$ cat src/rtl/timer_defs.svh
`ifndef TIMER_DEFS_SVH
`define TIMER_DEFS_SVH

// ----------------------------------------------------------------------------
// Register addresses
// ----------------------------------------------------------------------------
`define REG_ADDR_W            3
`define ADDR_TIMER_CONTROL    3'h0
`define ADDR_MODE_CONTROL     3'h1
`define ADDR_COUNT_LOW_ZERO   3'h2
`define ADDR_COUNT_HIGH_ZERO  3'h3
`define ADDR_COUNT_LOW_ONE    3'h4
`define ADDR_COUNT_HIGH_ONE   3'h5

// ----------------------------------------------------------------------------
// timer_control fields
// ----------------------------------------------------------------------------
`define TC_OVF_ONE            7
`define TC_RUN_ONE            6
`define TC_OVF_ZERO           5
`define TC_RUN_ZERO           4
`define TC_EXT_FLAG_ONE       3
`define TC_EXT_TYPE_ONE       2
`define TC_EXT_FLAG_ZERO      1
`define TC_EXT_TYPE_ZERO      0

// ----------------------------------------------------------------------------
// mode_control_reg fields
// ----------------------------------------------------------------------------
`define MD_GATE_ONE           7
`define MD_CT_ONE             6
`define MD_MODE_ONE_HI        5
`define MD_MODE_ONE_LO        4
`define MD_GATE_ZERO          3
`define MD_CT_ZERO            2
`define MD_MODE_ZERO_HI       1
`define MD_MODE_ZERO_LO       0

// ----------------------------------------------------------------------------
// Reset values and timing
// ----------------------------------------------------------------------------
`define RESET_BYTE            8'h00
`define MC_OSC_PERIODS        4'hC
`define MC_CNT_W              4

`endif

$ cat src/rtl/timer_pkg.sv
package timer_pkg;

  typedef enum logic [1:0] {
    MODE_PRESCALE13,
    MODE_COUNT16,
    MODE_RELOAD8,
    MODE_SPLIT
  } timerMode_t;

  typedef struct packed {
    logic [7:0] high;
    logic [7:0] low;
  } countPair_t;

  typedef struct packed {
    logic       ovf;
    countPair_t pair;
  } stepResult_t;

endpackage : timer_pkg

$ cat src/rtl/dual_timer_counter.sv
// Design decisions made here: the plain strobed port and the placing of the registers.
`timescale 1ns/1ps
`include "timer_defs.svh"

// Overview of operation
// - Counter-select clear counts machine cycles, set counts external pin events.
// - Each timer has its own two-bit mode field; modes 0-2 match.
// - Mode 0 is a 13-bit counter; rollover sets the overflow flag.
// - Mode 0 uses high byte plus low five bits; upper three ignored.
// - Counting only while run is set and gate clear or gate pin high; split timer zero's high byte ignores gate, timer one ignores run.
// - Setting run never alters the count registers.
// - Gate bits sit at mode bit 7 (timer one) and bit 3.
// - Mode 1 counts over the full cascaded 16 bits.
// - Mode 2 low byte overflows set flag and reload from high byte.
// - Timer one in mode 3 holds its count as if stopped.
// - Timer zero mode 3 low byte is an 8-bit counter on own controls.
// - Split high byte counts cycles, runs on run_one, sets overflow_one.
// - Split mode: timer one stops in mode 3, still feeds baud ticks.
// - Overflow flags set by hardware, cleared on interrupt vectoring.
// - Software sets or clears run bits at control bits 6 and 4.
// - External edge flags set on detected edge, cleared when processed.
// - Type bit set means falling-edge, clear means low-level triggering.
// - Timer function increments once per machine cycle of twelve clocks.
// - Count pin sampled per machine cycle; high then low increments.
// - Mode codes: 00 prescale13, 01 count16, 10 reload8, 11 split.
module dual_timer_counter
  import timer_pkg::*;
(
  // Clock and reset
  input  wire logic                  core_clk,
  input  wire logic                  rst,
  // Register port
  input  wire logic [`REG_ADDR_W-1:0] regAddr,
  input  wire logic [7:0]            wrData,
  input  wire logic                  wrStrobe,
  input  wire logic                  rdStrobe,
  output logic      [7:0]            rdData,
  // Pins
  input  wire logic                  countPinZero,
  input  wire logic                  countPinOne,
  input  wire logic                  gatePinZero,
  input  wire logic                  gatePinOne,
  // Interrupt vectoring acknowledges
  input  wire logic                  ackTimerZero,
  input  wire logic                  ackTimerOne,
  input  wire logic                  ackExtZero,
  input  wire logic                  ackExtOne,
  // Requests and baud tick
  output logic                       irqTimerZero,
  output logic                       irqTimerOne,
  output logic                       irqExtZero,
  output logic                       irqExtOne,
  output logic                       baudTick
);

  // --------------------------------------------------------------------------
  // Machine cycle and pin samplers
  // --------------------------------------------------------------------------
  logic       mcEn;
  logic [1:0] countPins;
  logic [1:0] pinFall;

  assign countPins = {countPinOne, countPinZero};

  machine_cycle_gen u_mc (
    .core_clk (core_clk),
    .rst      (rst),
    .mcEn     (mcEn)
  );

  for (genvar i = 0; i < 2; i++) begin : g_pin
    pin_fall_sampler u_fall (
      .core_clk (core_clk),
      .rst      (rst),
      .mcEn     (mcEn),
      .pin      (countPins[i]),
      .fall     (pinFall[i])
    );
  end

  // --------------------------------------------------------------------------
  // State
  // --------------------------------------------------------------------------
  logic [7:0] timerControl;
  logic [7:0] modeControl;
  countPair_t count0;
  countPair_t count1;
  logic       gatePrevZero;
  logic       gatePrevOne;

  logic [7:0] next_timerControl;
  logic [7:0] next_modeControl;
  countPair_t next_count0;
  countPair_t next_count1;
  logic [7:0] next_rdData;
  logic       next_baudTick;

  timerMode_t  mode0;
  timerMode_t  mode1;
  logic        tick0;
  logic        tick1;
  logic        tickHigh0;
  logic        split0;
  logic        ovf0Event;
  logic        ovf1Event;
  stepResult_t step0;
  stepResult_t step1;
  logic        extEvent0;
  logic        extEvent1;

  function automatic stepResult_t advance(timerMode_t m, countPair_t c, logic tick);
    stepResult_t r;
    r.ovf  = 1'b0;
    r.pair = c;
    if (tick) begin
      case (m)
        MODE_PRESCALE13: begin
          // Upper three low bits are left alone; software must ignore them.
          r.pair.low[4:0] = c.low[4:0] + 5'h01;
          if (&c.low[4:0]) begin
            r.pair.high = c.high + 8'h01;
            r.ovf       = &c.high;
          end
        end
        MODE_COUNT16: begin
          r.pair = c + 16'h0001;
          r.ovf  = &c;
        end
        MODE_RELOAD8: begin
          r.pair.low = c.low + 8'h01;
          if (&c.low) begin
            r.pair.low = c.high;
            r.ovf      = 1'b1;
          end
        end
        default: begin
          r.pair.low = c.low + 8'h01;
          r.ovf      = &c.low;
        end
      endcase
    end
    return r;
  endfunction : advance

  // --------------------------------------------------------------------------
  // Next-state logic
  // --------------------------------------------------------------------------
  always_comb begin
    mode0  = timerMode_t'(modeControl[`MD_MODE_ZERO_HI:`MD_MODE_ZERO_LO]);
    mode1  = timerMode_t'(modeControl[`MD_MODE_ONE_HI:`MD_MODE_ONE_LO]);
    split0 = (mode0 == MODE_SPLIT);

    tick0 = timerControl[`TC_RUN_ZERO]
          & (~modeControl[`MD_GATE_ZERO] | gatePinZero)
          & (modeControl[`MD_CT_ZERO] ? pinFall[0] : mcEn);

    // While timer zero is split its high byte owns run_one, so timer one is
    // switched only by its own mode 3 and, with its gate bit set, by gatePinOne.
    tick1 = (split0 | timerControl[`TC_RUN_ONE])
          & (mode1 != MODE_SPLIT)
          & (~modeControl[`MD_GATE_ONE] | gatePinOne)
          & (modeControl[`MD_CT_ONE] ? pinFall[1] : mcEn);

    tickHigh0 = split0 & timerControl[`TC_RUN_ONE] & mcEn;

    step0 = advance(mode0, count0, tick0);
    step1 = advance(mode1, count1, tick1);

    next_count0 = step0.pair;
    ovf0Event   = step0.ovf;
    ovf1Event   = step1.ovf & ~split0;
    if (split0) begin
      next_count0.high = count0.high + {7'h00, tickHigh0};
      ovf1Event        = tickHigh0 & (&count0.high);
    end
    next_count1   = step1.pair;
    next_baudTick = step1.ovf;

    extEvent0 = timerControl[`TC_EXT_TYPE_ZERO] ? (gatePrevZero & ~gatePinZero) : ~gatePinZero;
    extEvent1 = timerControl[`TC_EXT_TYPE_ONE] ? (gatePrevOne & ~gatePinOne) : ~gatePinOne;

    next_modeControl  = modeControl;
    next_timerControl = timerControl;
    if (wrStrobe) begin
      case (regAddr)
        `ADDR_TIMER_CONTROL:   next_timerControl = wrData;
        `ADDR_MODE_CONTROL:    next_modeControl  = wrData;
        `ADDR_COUNT_LOW_ZERO:  next_count0.low   = wrData;
        `ADDR_COUNT_HIGH_ZERO: next_count0.high  = wrData;
        `ADDR_COUNT_LOW_ONE:   next_count1.low   = wrData;
        `ADDR_COUNT_HIGH_ONE:  next_count1.high  = wrData;
        default: ;
      endcase
    end

    // Vectoring clears first, hardware sets last so that a set always wins.
    if (ackTimerZero) next_timerControl[`TC_OVF_ZERO]     = 1'b0;
    if (ackTimerOne)  next_timerControl[`TC_OVF_ONE]      = 1'b0;
    if (ackExtZero)   next_timerControl[`TC_EXT_FLAG_ZERO] = 1'b0;
    if (ackExtOne)    next_timerControl[`TC_EXT_FLAG_ONE]  = 1'b0;
    if (ovf0Event)    next_timerControl[`TC_OVF_ZERO]     = 1'b1;
    if (ovf1Event)    next_timerControl[`TC_OVF_ONE]      = 1'b1;
    if (extEvent0)    next_timerControl[`TC_EXT_FLAG_ZERO] = 1'b1;
    if (extEvent1)    next_timerControl[`TC_EXT_FLAG_ONE]  = 1'b1;

    next_rdData = `RESET_BYTE;
    if (rdStrobe) begin
      case (regAddr)
        `ADDR_TIMER_CONTROL:   next_rdData = timerControl;
        `ADDR_MODE_CONTROL:    next_rdData = modeControl;
        `ADDR_COUNT_LOW_ZERO:  next_rdData = count0.low;
        `ADDR_COUNT_HIGH_ZERO: next_rdData = count0.high;
        `ADDR_COUNT_LOW_ONE:   next_rdData = count1.low;
        `ADDR_COUNT_HIGH_ONE:  next_rdData = count1.high;
        default:               next_rdData = `RESET_BYTE;
      endcase
    end
  end

  always_ff @(posedge core_clk) begin
    if (rst) begin
      timerControl <= `RESET_BYTE;
      modeControl  <= `RESET_BYTE;
      count0       <= '0;
      count1       <= '0;
      gatePrevZero <= 1'b0;
      gatePrevOne  <= 1'b0;
      rdData       <= `RESET_BYTE;
      baudTick     <= 1'b0;
    end else begin
      timerControl <= next_timerControl;
      modeControl  <= next_modeControl;
      count0       <= next_count0;
      count1       <= next_count1;
      gatePrevZero <= gatePinZero;
      gatePrevOne  <= gatePinOne;
      rdData       <= next_rdData;
      baudTick     <= next_baudTick;
    end
  end

  assign irqTimerZero = timerControl[`TC_OVF_ZERO];
  assign irqTimerOne  = timerControl[`TC_OVF_ONE];
  assign irqExtZero   = timerControl[`TC_EXT_FLAG_ZERO];
  assign irqExtOne    = timerControl[`TC_EXT_FLAG_ONE];

  // --------------------------------------------------------------------------
  // Assertions
  // --------------------------------------------------------------------------
  logic wrCount0;
  logic wrCount1;
  assign wrCount0 = wrStrobe & (regAddr == `ADDR_COUNT_LOW_ZERO | regAddr == `ADDR_COUNT_HIGH_ZERO);
  assign wrCount1 = wrStrobe & (regAddr == `ADDR_COUNT_LOW_ONE | regAddr == `ADDR_COUNT_HIGH_ONE);

  property p_mc_period;
    @(posedge core_clk) disable iff (rst) mcEn |-> ##12 mcEn;
  endproperty
  a_mc_period: assert property (p_mc_period) else $error("machine cycle not twelve clocks");

  property p_stopped_low;
    @(posedge core_clk) disable iff (rst)
      (!timerControl[`TC_RUN_ZERO] && !wrCount0) |=> (count0.low == $past(count0.low));
  endproperty
  a_stopped_low: assert property (p_stopped_low) else $error("timer zero counted while stopped");

  property p_hold_mode3;
    @(posedge core_clk) disable iff (rst) (mode1 == MODE_SPLIT && !wrCount1) |=> $stable(count1);
  endproperty
  a_hold_mode3: assert property (p_hold_mode3) else $error("timer one moved in mode 3");

  property p_wrap16;
    @(posedge core_clk) disable iff (rst)
      (tick0 && mode0 == MODE_COUNT16 && &count0 && !wrCount0)
        |=> (count0 == '0 && timerControl[`TC_OVF_ZERO]);
  endproperty
  a_wrap16: assert property (p_wrap16) else $error("16-bit wrap wrong");

  property p_reload;
    @(posedge core_clk) disable iff (rst)
      (tick0 && mode0 == MODE_RELOAD8 && &count0.low && !wrCount0)
        |=> (count0.low == $past(count0.high) && $stable(count0.high) && timerControl[`TC_OVF_ZERO]);
  endproperty
  a_reload: assert property (p_reload) else $error("auto-reload wrong");

  property p_prescale;
    @(posedge core_clk) disable iff (rst)
      (tick0 && mode0 == MODE_PRESCALE13 && &count0.low[4:0] && !(&count0.high) && !wrCount0)
        |=> (count0.high == $past(count0.high) + 8'h01 && count0.low[7:5] == $past(count0.low[7:5]));
  endproperty
  a_prescale: assert property (p_prescale) else $error("13-bit carry wrong");

  property p_write_wins;
    @(posedge core_clk) disable iff (rst)
      (wrStrobe && regAddr == `ADDR_COUNT_LOW_ONE) |=> (count1.low == $past(wrData));
  endproperty
  a_write_wins: assert property (p_write_wins) else $error("count write lost");

  property p_set_wins;
    @(posedge core_clk) disable iff (rst) (ovf1Event && ackTimerOne) |=> irqTimerOne;
  endproperty
  a_set_wins: assert property (p_set_wins) else $error("overflow set lost to clear");

  property p_ext_edge;
    @(posedge core_clk) disable iff (rst)
      (timerControl[`TC_EXT_TYPE_ZERO] && gatePrevZero && !gatePinZero) |=> irqExtZero;
  endproperty
  a_ext_edge: assert property (p_ext_edge) else $error("falling edge not flagged");

  property p_split_high;
    @(posedge core_clk) disable iff (rst)
      (tickHigh0 && &count0.high && !wrCount0) |=> (irqTimerOne && count0.high == 8'h00);
  endproperty
  a_split_high: assert property (p_split_high) else $error("split high overflow wrong");

  c_baud:   cover property (@(posedge core_clk) disable iff (rst) baudTick);
  c_split:  cover property (@(posedge core_clk) disable iff (rst) tickHigh0 && &count0.high);
  c_reload: cover property (@(posedge core_clk) disable iff (rst) tick0 && mode0 == MODE_RELOAD8 && &count0.low);
  c_count:  cover property (@(posedge core_clk) disable iff (rst) tick0 && modeControl[`MD_CT_ZERO]);

endmodule : dual_timer_counter

$ cat src/rtl/machine_cycle_gen.sv
`timescale 1ns/1ps
`include "timer_defs.svh"

module machine_cycle_gen (
  // Clock and reset
  input  wire logic core_clk,
  input  wire logic rst,
  // Machine cycle enable
  output logic      mcEn
);

  logic [`MC_CNT_W-1:0] phase;
  logic [`MC_CNT_W-1:0] next_phase;
  logic                 next_mcEn;

  always_comb begin
    next_phase = phase + `MC_CNT_W'(1);
    next_mcEn  = 1'b0;
    if (phase == `MC_OSC_PERIODS - `MC_CNT_W'(1)) begin
      next_phase = '0;
      next_mcEn  = 1'b1;
    end
  end

  always_ff @(posedge core_clk) begin
    if (rst) begin
      phase <= '0;
      mcEn  <= 1'b0;
    end else begin
      phase <= next_phase;
      mcEn  <= next_mcEn;
    end
  end

endmodule : machine_cycle_gen

$ cat src/rtl/pin_fall_sampler.sv
`timescale 1ns/1ps

module pin_fall_sampler (
  // Clock and reset
  input  wire logic core_clk,
  input  wire logic rst,
  // Sampling
  input  wire logic mcEn,
  input  wire logic pin,
  output logic      fall
);

  logic lastSample;
  logic next_lastSample;

  // The pin is looked at once per machine cycle, so a level shorter than one
  // machine cycle may be missed entirely.
  always_comb begin
    next_lastSample = mcEn ? pin : lastSample;
    fall            = mcEn & lastSample & ~pin;
  end

  always_ff @(posedge core_clk) begin
    if (rst) begin
      lastSample <= 1'b0;
    end else begin
      lastSample <= next_lastSample;
    end
  end

endmodule : pin_fall_sampler

$ cat config.mk
export PLATFORM = sky130hd
export DESIGN_NAME = dual_timer_counter
export DESIGN_NICKNAME = d
export VERILOG_FILES = /design/src/rtl/timer_pkg.sv /design/src/rtl/dual_timer_counter.sv /design/src/rtl/machine_cycle_gen.sv /design/src/rtl/pin_fall_sampler.sv
export VERILOG_INCLUDE_DIRS = /design/src /design/src/rtl
export SDC_FILE = /design/constraint.sdc
export NUM_CORES = 1
export LEC_CHECK = 0
export ABC_AREA = 1
export BUFFER_PORTS_ARGS = -buffer_cell sky130_fd_sc_hd__buf_2
export CAP_MARGIN = 20
export CORE_MARGIN = 3
export CORE_UTILIZATION = 25
export CTS_CLUSTER_DIAMETER = 80
export DETAILED_ROUTE_END_ITERATION = 8
export PLACE_DENSITY = 0.37
export SYNTH_ARGS = -nofsm -noshare
export SYNTH_HDL_FRONTEND = slang
export SYNTH_SLANG_ARGS = --single-unit
export TNS_END_PERCENT = 30
$ cat constraint.sdc
create_clock -name core_clk -period 5.35 [get_ports core_clk]
set_clock_uncertainty 0.15 [all_clocks]
set_input_delay 0.535 -clock core_clk [delete_from_list [all_inputs] [get_ports core_clk]]
set_output_delay 0.535 -clock core_clk [all_outputs]
set_load 0.01 [all_outputs]
# [Word-level counts from Yosys, hierarchy flattened]
# Cells that the tools add are included.
[word_totals] reg_bits=66 elab_cells=133
[classes] add_sub_neg=10 n_eq_ne=12 n_mux=40 n_bitwise=26 reduce_logical=27
[ops] operator="$mux 8" n=9
[ops] operator="$pmux 8 s6" n=1
[ops] operator="$mux 17" n=2
[ops] operator="$add 16x1->16 const B" n=2
[ops] operator="$add 8x1->8 const B" n=4
[ops] operator="$mux 16" n=2
[ops] operator="$pmux 8 s2" n=2
[ops] operator="$reduce_and 16->1" n=2
[ops] operator="$reduce_and 8->1" n=4
[ops] operator="$pmux 5 s3" n=2
[ops] operator="$reduce_bool 3->1" n=8
[ops] operator="$mux 9" n=2
[ops] operator="$pmux 3 s3" n=2
[ops] operator="$mux 1" n=16
[ops] operator="$and 1x1->1" n=15
[ops] operator="$reduce_and 2->1" n=6
[ops] operator="$add 5x1->5 const B" n=2
[ops] operator="$reduce_and 5->1" n=2
[ops] operator="$add 8x1->8" n=1
[ops] operator="$not 1->1" n=8
[ops] operator="$eq 2x2->1 const B" n=3
[ops] operator="$eq 3x2->1 const B" n=2
[ops] operator="$eq 3x3->1 const B" n=2
[ops] operator="$pmux 1 s3" n=2
[ops] operator="9 further kinds" n=14

# [Longest topological paths before layout]
# Gate-level depths: netlist of run 1.
[depth] depth_word=10 depth_mapped=14 ltp_nobuf=14

# [Hierarchy]
# Synthesis of run 1 repeated with hierarchy kept, for this count alone.
[unflattened] hier_cells=720 area_unflattened_um2=4595.7
[by_module_without_submodules] module="dual_timer_counter" instances=1 cells_each=681 area_each_um2=4291.6 seq_area_each_um2=1181.1
[by_module_without_submodules] module="machine_cycle_gen" instances=1 cells_each=21 area_each_um2=198.9 seq_area_each_um2=100.1
[by_module_without_submodules] module="pin_fall_sampler" instances=2 cells_each=9 area_each_um2=52.6 seq_area_each_um2=20.0

# [Least setup slack after synthesis of run 1]
# OpenSTA, ideal clock, no wires.
[synth_timing] path_type="reg2reg" startpoint="register count0[1] (netlist bit)" endpoint="register count0[15] (netlist bit)" setup_time_ns=0.070 t_arrival_ns=1.799 required_ns=5.130 setup_slack_ns=3.331 stages_incl_launch_ff=15 period_less_slack_ns=2.019 cell_sequence="dfxtp_1 ha_1 nand2_2 nor2_1 ha_1 nand2_1 nor2_1 nand2_1 a21oi_1 o21ai_0 nand2_1 nand2_1 nand2_1 nand2_1 a21oi_1"
[synth_via] elab_chain_cells=7 word_cells_on_any_way=8 classes_between="1 x add/sub; 6 x mux; 1 x reduce/logical"
[synth_lines] item="start, declared" line_no="dual_timer_counter.sv:86" rtl="countPair_t count0;"
[synth_lines] item="start signal, assigned" line_no="dual_timer_counter.sv:233" rtl="count0 <= next_count0;"
[synth_lines] item="branches (longest 2 deep; another with $add 16x1->16)"
[synth_lines] item="$pmux 8 s2 *" line_no="dual_timer_counter.sv:116" rtl="case (m)"
[synth_lines] item="$mux 17 *" line_no="dual_timer_counter.sv:115" rtl="if (tick) begin"
[synth_lines] item="$mux 8 *" line_no="dual_timer_counter.sv:172" rtl="if (split0) begin"
[synth_lines] item="$mux 8" line_no="dual_timer_counter.sv:185" rtl="case (regAddr)"
[synth_lines] item="$mux 16 *" line_no="dual_timer_counter.sv:184" rtl="if (wrStrobe) begin"
# Every way passes the cells marked *.
# A chain may end at the register's enable or synchronous reset.

# [Final worst setup path of run 1]
[layout_timing] startpoint="register modeControl[1]" endpoint="register count0[14] (netlist bit)"
[layout_via] elab_chain_cells=7 word_cells_on_any_way=11 classes_between="1 x add/sub; 2 x eq/ne; 5 x mux; 2 x bitwise; 1 x reduce/logical"
[layout_lines] item="start, declared" line_no="dual_timer_counter.sv:85" rtl="logic [7:0] modeControl;"
[layout_lines] item="start signal, assigned" line_no="dual_timer_counter.sv:223" rtl="modeControl <= `RESET_BYTE;"
[layout_lines] item="start signal, assigned" line_no="dual_timer_counter.sv:232" rtl="modeControl <= next_modeControl;"
[layout_lines] item="$eq 2x2->1" line_no="dual_timer_counter.sv:151" rtl="split0 = (mode0 == MODE_SPLIT);"
[layout_lines] item="$and 1x1->1 (2 in a row)" line_no="dual_timer_counter.sv:164" rtl="tickHigh0 = split0 & timerControl[`TC_RUN_ONE] & mcEn;"
[layout_lines] item="$add 8x1->8" line_no="dual_timer_counter.sv:173" rtl="next_count0.high = count0.high + {7'h00, tickHigh0};"
[layout_lines] item="$mux 8 *" line_no="dual_timer_counter.sv:172"
[layout_lines] item="$mux 8" line_no="dual_timer_counter.sv:185"
[layout_lines] item="$mux 16 *" line_no="dual_timer_counter.sv:184"
# Mark *: on every way between the ends. The rest lies on a longest branch, timed or not.

==> results of run 1 <==
-- worst max path at each step --
stage | endpoint | slack (ns) | cells past startpoint | from
2_1_floorplan | count0[15] | 3.33 | 14 | count0[1]
5_1_grt | count0[14] | 2.55 | 9 | modeControl[1]
4_1_cts | count0[14] | 2.79 | 9 | modeControl[1]
6_report | count0[14] | 2.78 | 9 | modeControl[1]
3_3_place_gp | count0[14] | 2.74 | 9 | modeControl[1]
3_5_place_dp | count0[10] | 2.79 | 10 | gatePinZero
-- metal layers --
metal,up-vias,global-route usage
li1,2527,-
met1,2407,0.256
met2,132,0.295
met3,23,0.0339
met4,0,0.0621
met5,-,0
-- cells in the mapped netlist, types with 2 or more instances --
cell	count	area, um2
a21oi_1	86	430
o21ai_1	8	40.0
a22oi_1	2	15.0
ha_1	11	138
o21ai_0	84	420
buf_6	2	22.5
nor2_2	6	37.5
nand3_1	49	245
nand2_4	2	22.5
nor3_2	3	30.0
nor3_1	5	25.0
a31oi_1	10	62.6
inv_1	86	323
xor2_1	12	105
nor2_4	6	67.6
nand3_2	2	20.0
nor2_1	55	206
clkbuf_1	9	33.8
dfxtp_1	66	1320
o211ai_1	8	60.1
nand2_1	165	619
nand4_1	10	62.6
nand2_2	6	37.5
inv_2	8	30.0
o22ai_1	15	93.8
o21bai_1	2	15.0
buf_2	6	30.0
-- critical path, delay by kind of cell, from the launching register on --
| kind | cells | cell delay [ns] |
|---|---|---|
| and+or+nand+nor | 3 | 0.74 |
| DFF | 1 | 0.53 |
| adders and majority gates | 2 | 0.48 |
| AOI/OAI and AO/OA | 4 | 0.56 |
-- final cells by class --
cell class,count,area [um2]
Clock inverter,6,75.1
Timing Repair Buffer,36,183
Inverter,95,362
Clock buffer,10,239
Fill cell,2043,12800
Multi-Input combinational cell,557,2850
Sequential cell,66,1320
Tap cell,229,287
-- sequential cells by signal, indices dropped and copies added, names as in the netlist --
name / count
u_mc.mcEn: 1
u_mc.phase: 4
baudTick: 1
gatePrevOne: 1
g_pin.u_fall.lastSample: 2
rdData: 8
timerControl: 8
gatePrevZero: 1
count0: 16
count1: 16
modeControl: 8
-- kinds of logic (layout without fill, tap and decap cells) --
group,count (synthesis),after routing,share of synthesized area
and+or+nand+nor,314,314,0.308
AOI/OAI and AO/OA,219,219,0.253
buffers and inverters,114,147,0.0991
DFF,66,66,0.285
xor gates and xnor gates,13,13,0.0246
adders and majority gates,11,11,0.0297
-- stage by stage --
stage          instances  instance area [um2]
6_report             999                 5320
5_1_grt              999                 5320
4_1_cts              999                 5320
3_5_place_dp         983                 5000
3_3_place_gp         983                 5000
2_1_floorplan        737                 4630
-- power groups by stage --
stage          clock network (mW)  logic, mW  registers (mW)
6_report                    0.636      0.127           0.530
3_3_place_gp                    0      0.127           0.541
4_1_cts                     0.659      0.128           0.530
5_1_grt                     0.671      0.143           0.533
3_5_place_dp                    0      0.128           0.541
2_1_floorplan                   0     0.0816           0.532
==> flow_summary.yaml, run 1 <==
worst_setup_path:
  cp.required_ns: 5.43
  r2r_cells: 9
  start_kind: "register"
  cp.arrival_ns: 2.65
  critical_path_class: "register to register"
  critPathMaxStageDelay_ns: 0.53
  crit_path_end_kind: "register"
  cp_max_fo: 13
  critPathSlowestCell: "dfxtp_1"
  worstReg2RegEnd: "count0[14]"
  r2r_start: "modeControl[1]"
  cp_cell_sequence: "nand2_2, nor3_1, ha_1, ha_1, nand2_1, o21ai_0, o21ai_0, a21oi_1, a21oi_1"
  reg2reg_setup_slack_ns: 2.78
global_route:
  grt_max_degree: 33
  grt_pass1_wl_mm: 28.9
  antenna_found_initial: 0
  globalRouteOverflowTotal: 0
  grt_usage: 0.186
  grt_pass1_vias: 4945
route:
  vias: 5089
  drt_pre_antenna_iters: 5
  met2WireLength_mm: 8.32
  vias_per_cell: 5.09
  drt-wirelength-per-cell_um: 18.4
  routed_wirelength_mm: 18.3
  wl_met3_um: 777
  drtIter0Drc: 440
  ant_nets: 0
  route.detailed.drc: 0
  wl_met1_mm: 8.80
  routed.top_layer: "met4"
status:
  status: "completed"
yosys:
  syn_avg_cell_area_um2: 6.28
  yosys_warnings: 0
  synth_edf_count: 0
  synth.distinct_cells: 40
  yosysSeqAreaShare: 0.285
  netlist_area_mm2: 0.00463
  synth_nets: 771
  syn-instance-count: 737
  synth-seq-cells: 66
  synth_ff_type: "dfxtp_1"
  async_reset_ff_frac: 0
cells_and_area:
  antenna_cells: 0
  area_growth_pct: 14.8
  post-route-util: 0.294
  mostFrequentLayoutCells: "165 x nand2_1, 86 x inv_1, 86 x a21oi_1, 84 x o21ai_0, 66 x dfxtp_1"
  layout_commonest_cell: "nand2_1"
  drive_gt1_frac: 0.114
  fin_nets: 799
power_and_ir_drop:
  combPwrFrac: 0.098
  powerDensity_mw_per_mm2: 243
  p_clk_frac: 0.492
  p_total_mw: 1.29
  max-vdd-ir-drop_v: 0.000119
  intPower_mw: 0.926
  pwr-share-seq: 0.410
  leakage_nw: 2.15
  p_sw_mw: 0.367
  switching_share: 0.284
place:
  dp_slack_ns: 2.79
  port_buffers: 35
  dp_hpwl_mm: 13.8
  gp_congestion: 0.860
timing:
  maxSlewHeadroom: 0.424
  whs_ns: 0.269
  worst_pin_slew_ns: 0.861
  rsz0062_at_grt: "false"
  max_freq_mhz: 389
  fin_setup_tns_ns: 0
  setup_viol: 0
  final-hold-violation-count: 0
  timing.final.crit_share: 0.480
  fin_ws_ns: 2.78
  finalMaxSlewViolations: 0
  min_period_ns: 2.57
cts:
  cts_root_buf: "clkbuf_16"
  ctsResizeCount: 0
  cts_tree: "done"
  clk_pin_slew_ns: 0.06
  cts-htree-levels: 3
  numCtsBuffers: 9
  clock_path_buffers: 2
  post-cts-setup-buffers: 0
  cts.sinks: 66
  clk_latency_ns: 0.34
  postCtsHoldBufs: 0
hold_path:
  hold_start: "gatePinZero"
  holdPathStages: 3
  holdCritPathClass: "input pin to register"
  min_to: "gatePrevZero"
die:
  coreArea_mm2: 0.0181
  start_util: 0.256
  core.rowCount: 49
  fp.dieW_um: 142
  dieArea_mm2: 0.0202
  die_h_um: 142
  ioPinCount: 36
flow_run:
  cap_violations: 0
Note: power is estimated with default switching activity, not from simulation.
==> run 2: changes to the inputs <==
--- a/config.mk
+++ b/config.mk
@@ -13,7 +13,7 @@
 export CORE_UTILIZATION = 25
 export CTS_CLUSTER_DIAMETER = 80
 export DETAILED_ROUTE_END_ITERATION = 8
-export PLACE_DENSITY = 0.37
+export PLACE_DENSITY = 0.38
 export SYNTH_ARGS = -nofsm -noshare
 export SYNTH_HDL_FRONTEND = slang
 export SYNTH_SLANG_ARGS = --single-unit
==> constraint.sdc (replaced) <==
create_clock -name core_clk -period 2.34 [get_ports core_clk]
set_clock_uncertainty 0.15 [all_clocks]
set_input_delay 0.234 -clock core_clk [delete_from_list [all_inputs] [get_ports core_clk]]
set_output_delay 0.234 -clock core_clk [all_outputs]
set_load 0.01 [all_outputs]
==> run 2 against run 1 <==
Effect of this change: clock power rose by 150%; count of clock-buffer cells in the layout fell by 1; design area rose by 4.4%; power rose by 140%; non-clock buffer count rose by 25; first-iteration DRC count fell by 31%; register-to-register slack got worse by 2.6 ns.
==> flow_summary.yaml, run 2 (same netlist as run 1, synthesis figures left out) <==
worst_setup_path:
  critPathSlowestCell: "dfxtp_1"
  r2r_start: "count0[1]"
  crit_path_end_kind: "register"
  cp_max_fo: 6
  r2r_cells: 14
  critical_path_class: "register to register"
  cp.arrival_ns: 2.27
  startpoint: "count0[1]"
  worstReg2RegEnd: "count0[12]"
  worst_path_most_repeated_cell: "nand2_1"
  cp_cell_sequence: "ha_1, nand2_2, nor2_1, ha_1, buf_4, inv_1, nor2_1, xor2_1, nand2_1, nand2_1, nand2_1, nand2_1, nand2_1, a21oi_1"
  critPathMaxStageDelay_ns: 0.40
  start_kind: "register"
  reg2reg_setup_slack_ns: 0.19
  cp.required_ns: 2.46
timing:
  min_period_ns: 2.15
  fin_ws_ns: 0.193
  maxSlewHeadroom: 0.691
  whs_ns: 0.0108
  finalMaxSlewViolations: 0
  fin_setup_tns_ns: 0
  rsz0062_at_grt: "false"
  max_freq_mhz: 466
  timing.final.crit_share: 0.918
  worst_pin_slew_ns: 0.460
  final-hold-violation-count: 0
  setup_viol: 0
cells_and_area:
  mostFrequentLayoutCells: "165 x nand2_1, 86 x inv_1, 86 x a21oi_1, 84 x o21ai_0, 66 x dfxtp_1"
  drive_gt1_frac: 0.145
  antenna_cells: 0
  stdcell_area_mm2: 0.00555
  post-route-util: 0.307
  final_cell_count_no_fill: 1024
  fin_nets: 824
  largestRegisters: "count0 x16, count1 x16"
  area_growth_pct: 19.9
  layout_commonest_cell: "nand2_1"
cts:
  cts.sinks: 66
  cts-htree-levels: 3
  numCtsBuffers: 9
  cts_root_buf: "clkbuf_16"
  clk_latency_ns: 0.34
  clock_path_buffers: 2
  clk_pin_slew_ns: 0.06
  cts_tree: "done"
route:
  drt_pre_antenna_iters: 4
  vias_per_cell: 5.00
  route.detailed.drc: 0
  routed_wirelength_mm: 18.2
  ant_nets: 0
  drt-wirelength-per-cell_um: 17.8
  drtIter0Drc: 303
  vias: 5120
place:
  post_dp_cell_area_mm2: 0.00519
  port_buffers: 35
  dp_slack_ns: 0.215
  gp_congestion: 0.886
  dp_hpwl_mm: 13.8
  dp.cells: 1006
global_route:
  antenna_found_initial: 1
  grt_max_degree: 41
  grt_pass1_wl_mm: 28.5
  grt_usage: 0.183
  grt_pass1_vias: 4947
  globalRouteOverflowTotal: 0
hold_path:
  holdPathStages: 3
  holdCritPathClass: "input pin to register"
  min_to: "g_pin[0].u_fall.lastSample"
  hold_start: "countPinZero"
power_and_ir_drop:
  max-vdd-ir-drop_v: 0.000320
  p_total_mw: 3.08
  leakage_nw: 2.30
  powerDensity_mw_per_mm2: 555
flow_run:
  cap_violations: 0
die:
  coreArea_mm2: 0.0181
  dieArea_mm2: 0.0202
  ioPinCount: 36
  start_util: 0.256
  core.rowCount: 49
  fp.dieW_um: 142
  die_h_um: 142
status:
  status: "completed"
[run 2: cell count changes in the layout (fill, tap and decap cells not counted), sizes merged]
cell / delta
bufinv: +1
clkinv: -2
dlygate4sd3: +2
buf: +23
inv: +3
clkinvlp: -1
clkbuf: -1
[run 2: area by class of cell]
| class | instances | area [um2] |
|---|---|---|
| clock inverter | 7 | 106 |
| fill | 2029 | 12500 |
| timing repair buffer | 61 | 388 |
| inverter | 95 | 362 |
| sequential | 66 | 1320 |
| multi-input combinational | 557 | 2860 |
| clock buffer | 9 | 225 |
| tap | 229 | 287 |
[run 2: how the worst max path moves through the flow]
stage | endpoint | slack, ns | cells past startpoint
after floorplan | count0[15] | 0.32 | 14
after global placement | count0[15] | 0.23 | 14
after detailed placement | count0[15] | 0.21 | 14
after CTS | count0[12] | 0.19 | 14
after global routing | count0[15] | 0.01 | 14
final | count0[12] | 0.19 | 14
[run 2: repair_timing]
item / 4_1_cts / 5_1_grt
hold buffers: 2 / 0
endpoints found under the setup margin: 0 / 3
endpoints found under the hold margin: 2 / 0
setup buffers: 0 / 0
resized for setup: 0 / 4
[run 2: power by group]
part | leakage (nW) | total, mW | switching (mW) | internal, mW
Clock | 0.163 | 1.56 | 0.605 | 0.955
Sequential | 0.537 | 1.20 | 0.0374 | 1.16
Combinational | 1.60 | 0.324 | 0.218 | 0.106
[run 2: per-layer routing]
layer | routed length (um) | GRT usage | part of all wire
met2 | 8220 | 0.289 | 0.45
met4 | 331 | 0.0571 | 0.018
met1 | 8950 | 0.255 | 0.49
met5 | 0 | 0 | 0
met3 | 732 | 0.0299 | 0.040
[run 2: critical path: cells and delay by family, from the launching register on]
family	cells	cell delay [ns]
compound gates	1	0.11
xor+xnor	1	0.15
fa+ha+maj	2	0.42
buf+inv	2	0.23
flops	1	0.40
simple gates	8	0.64
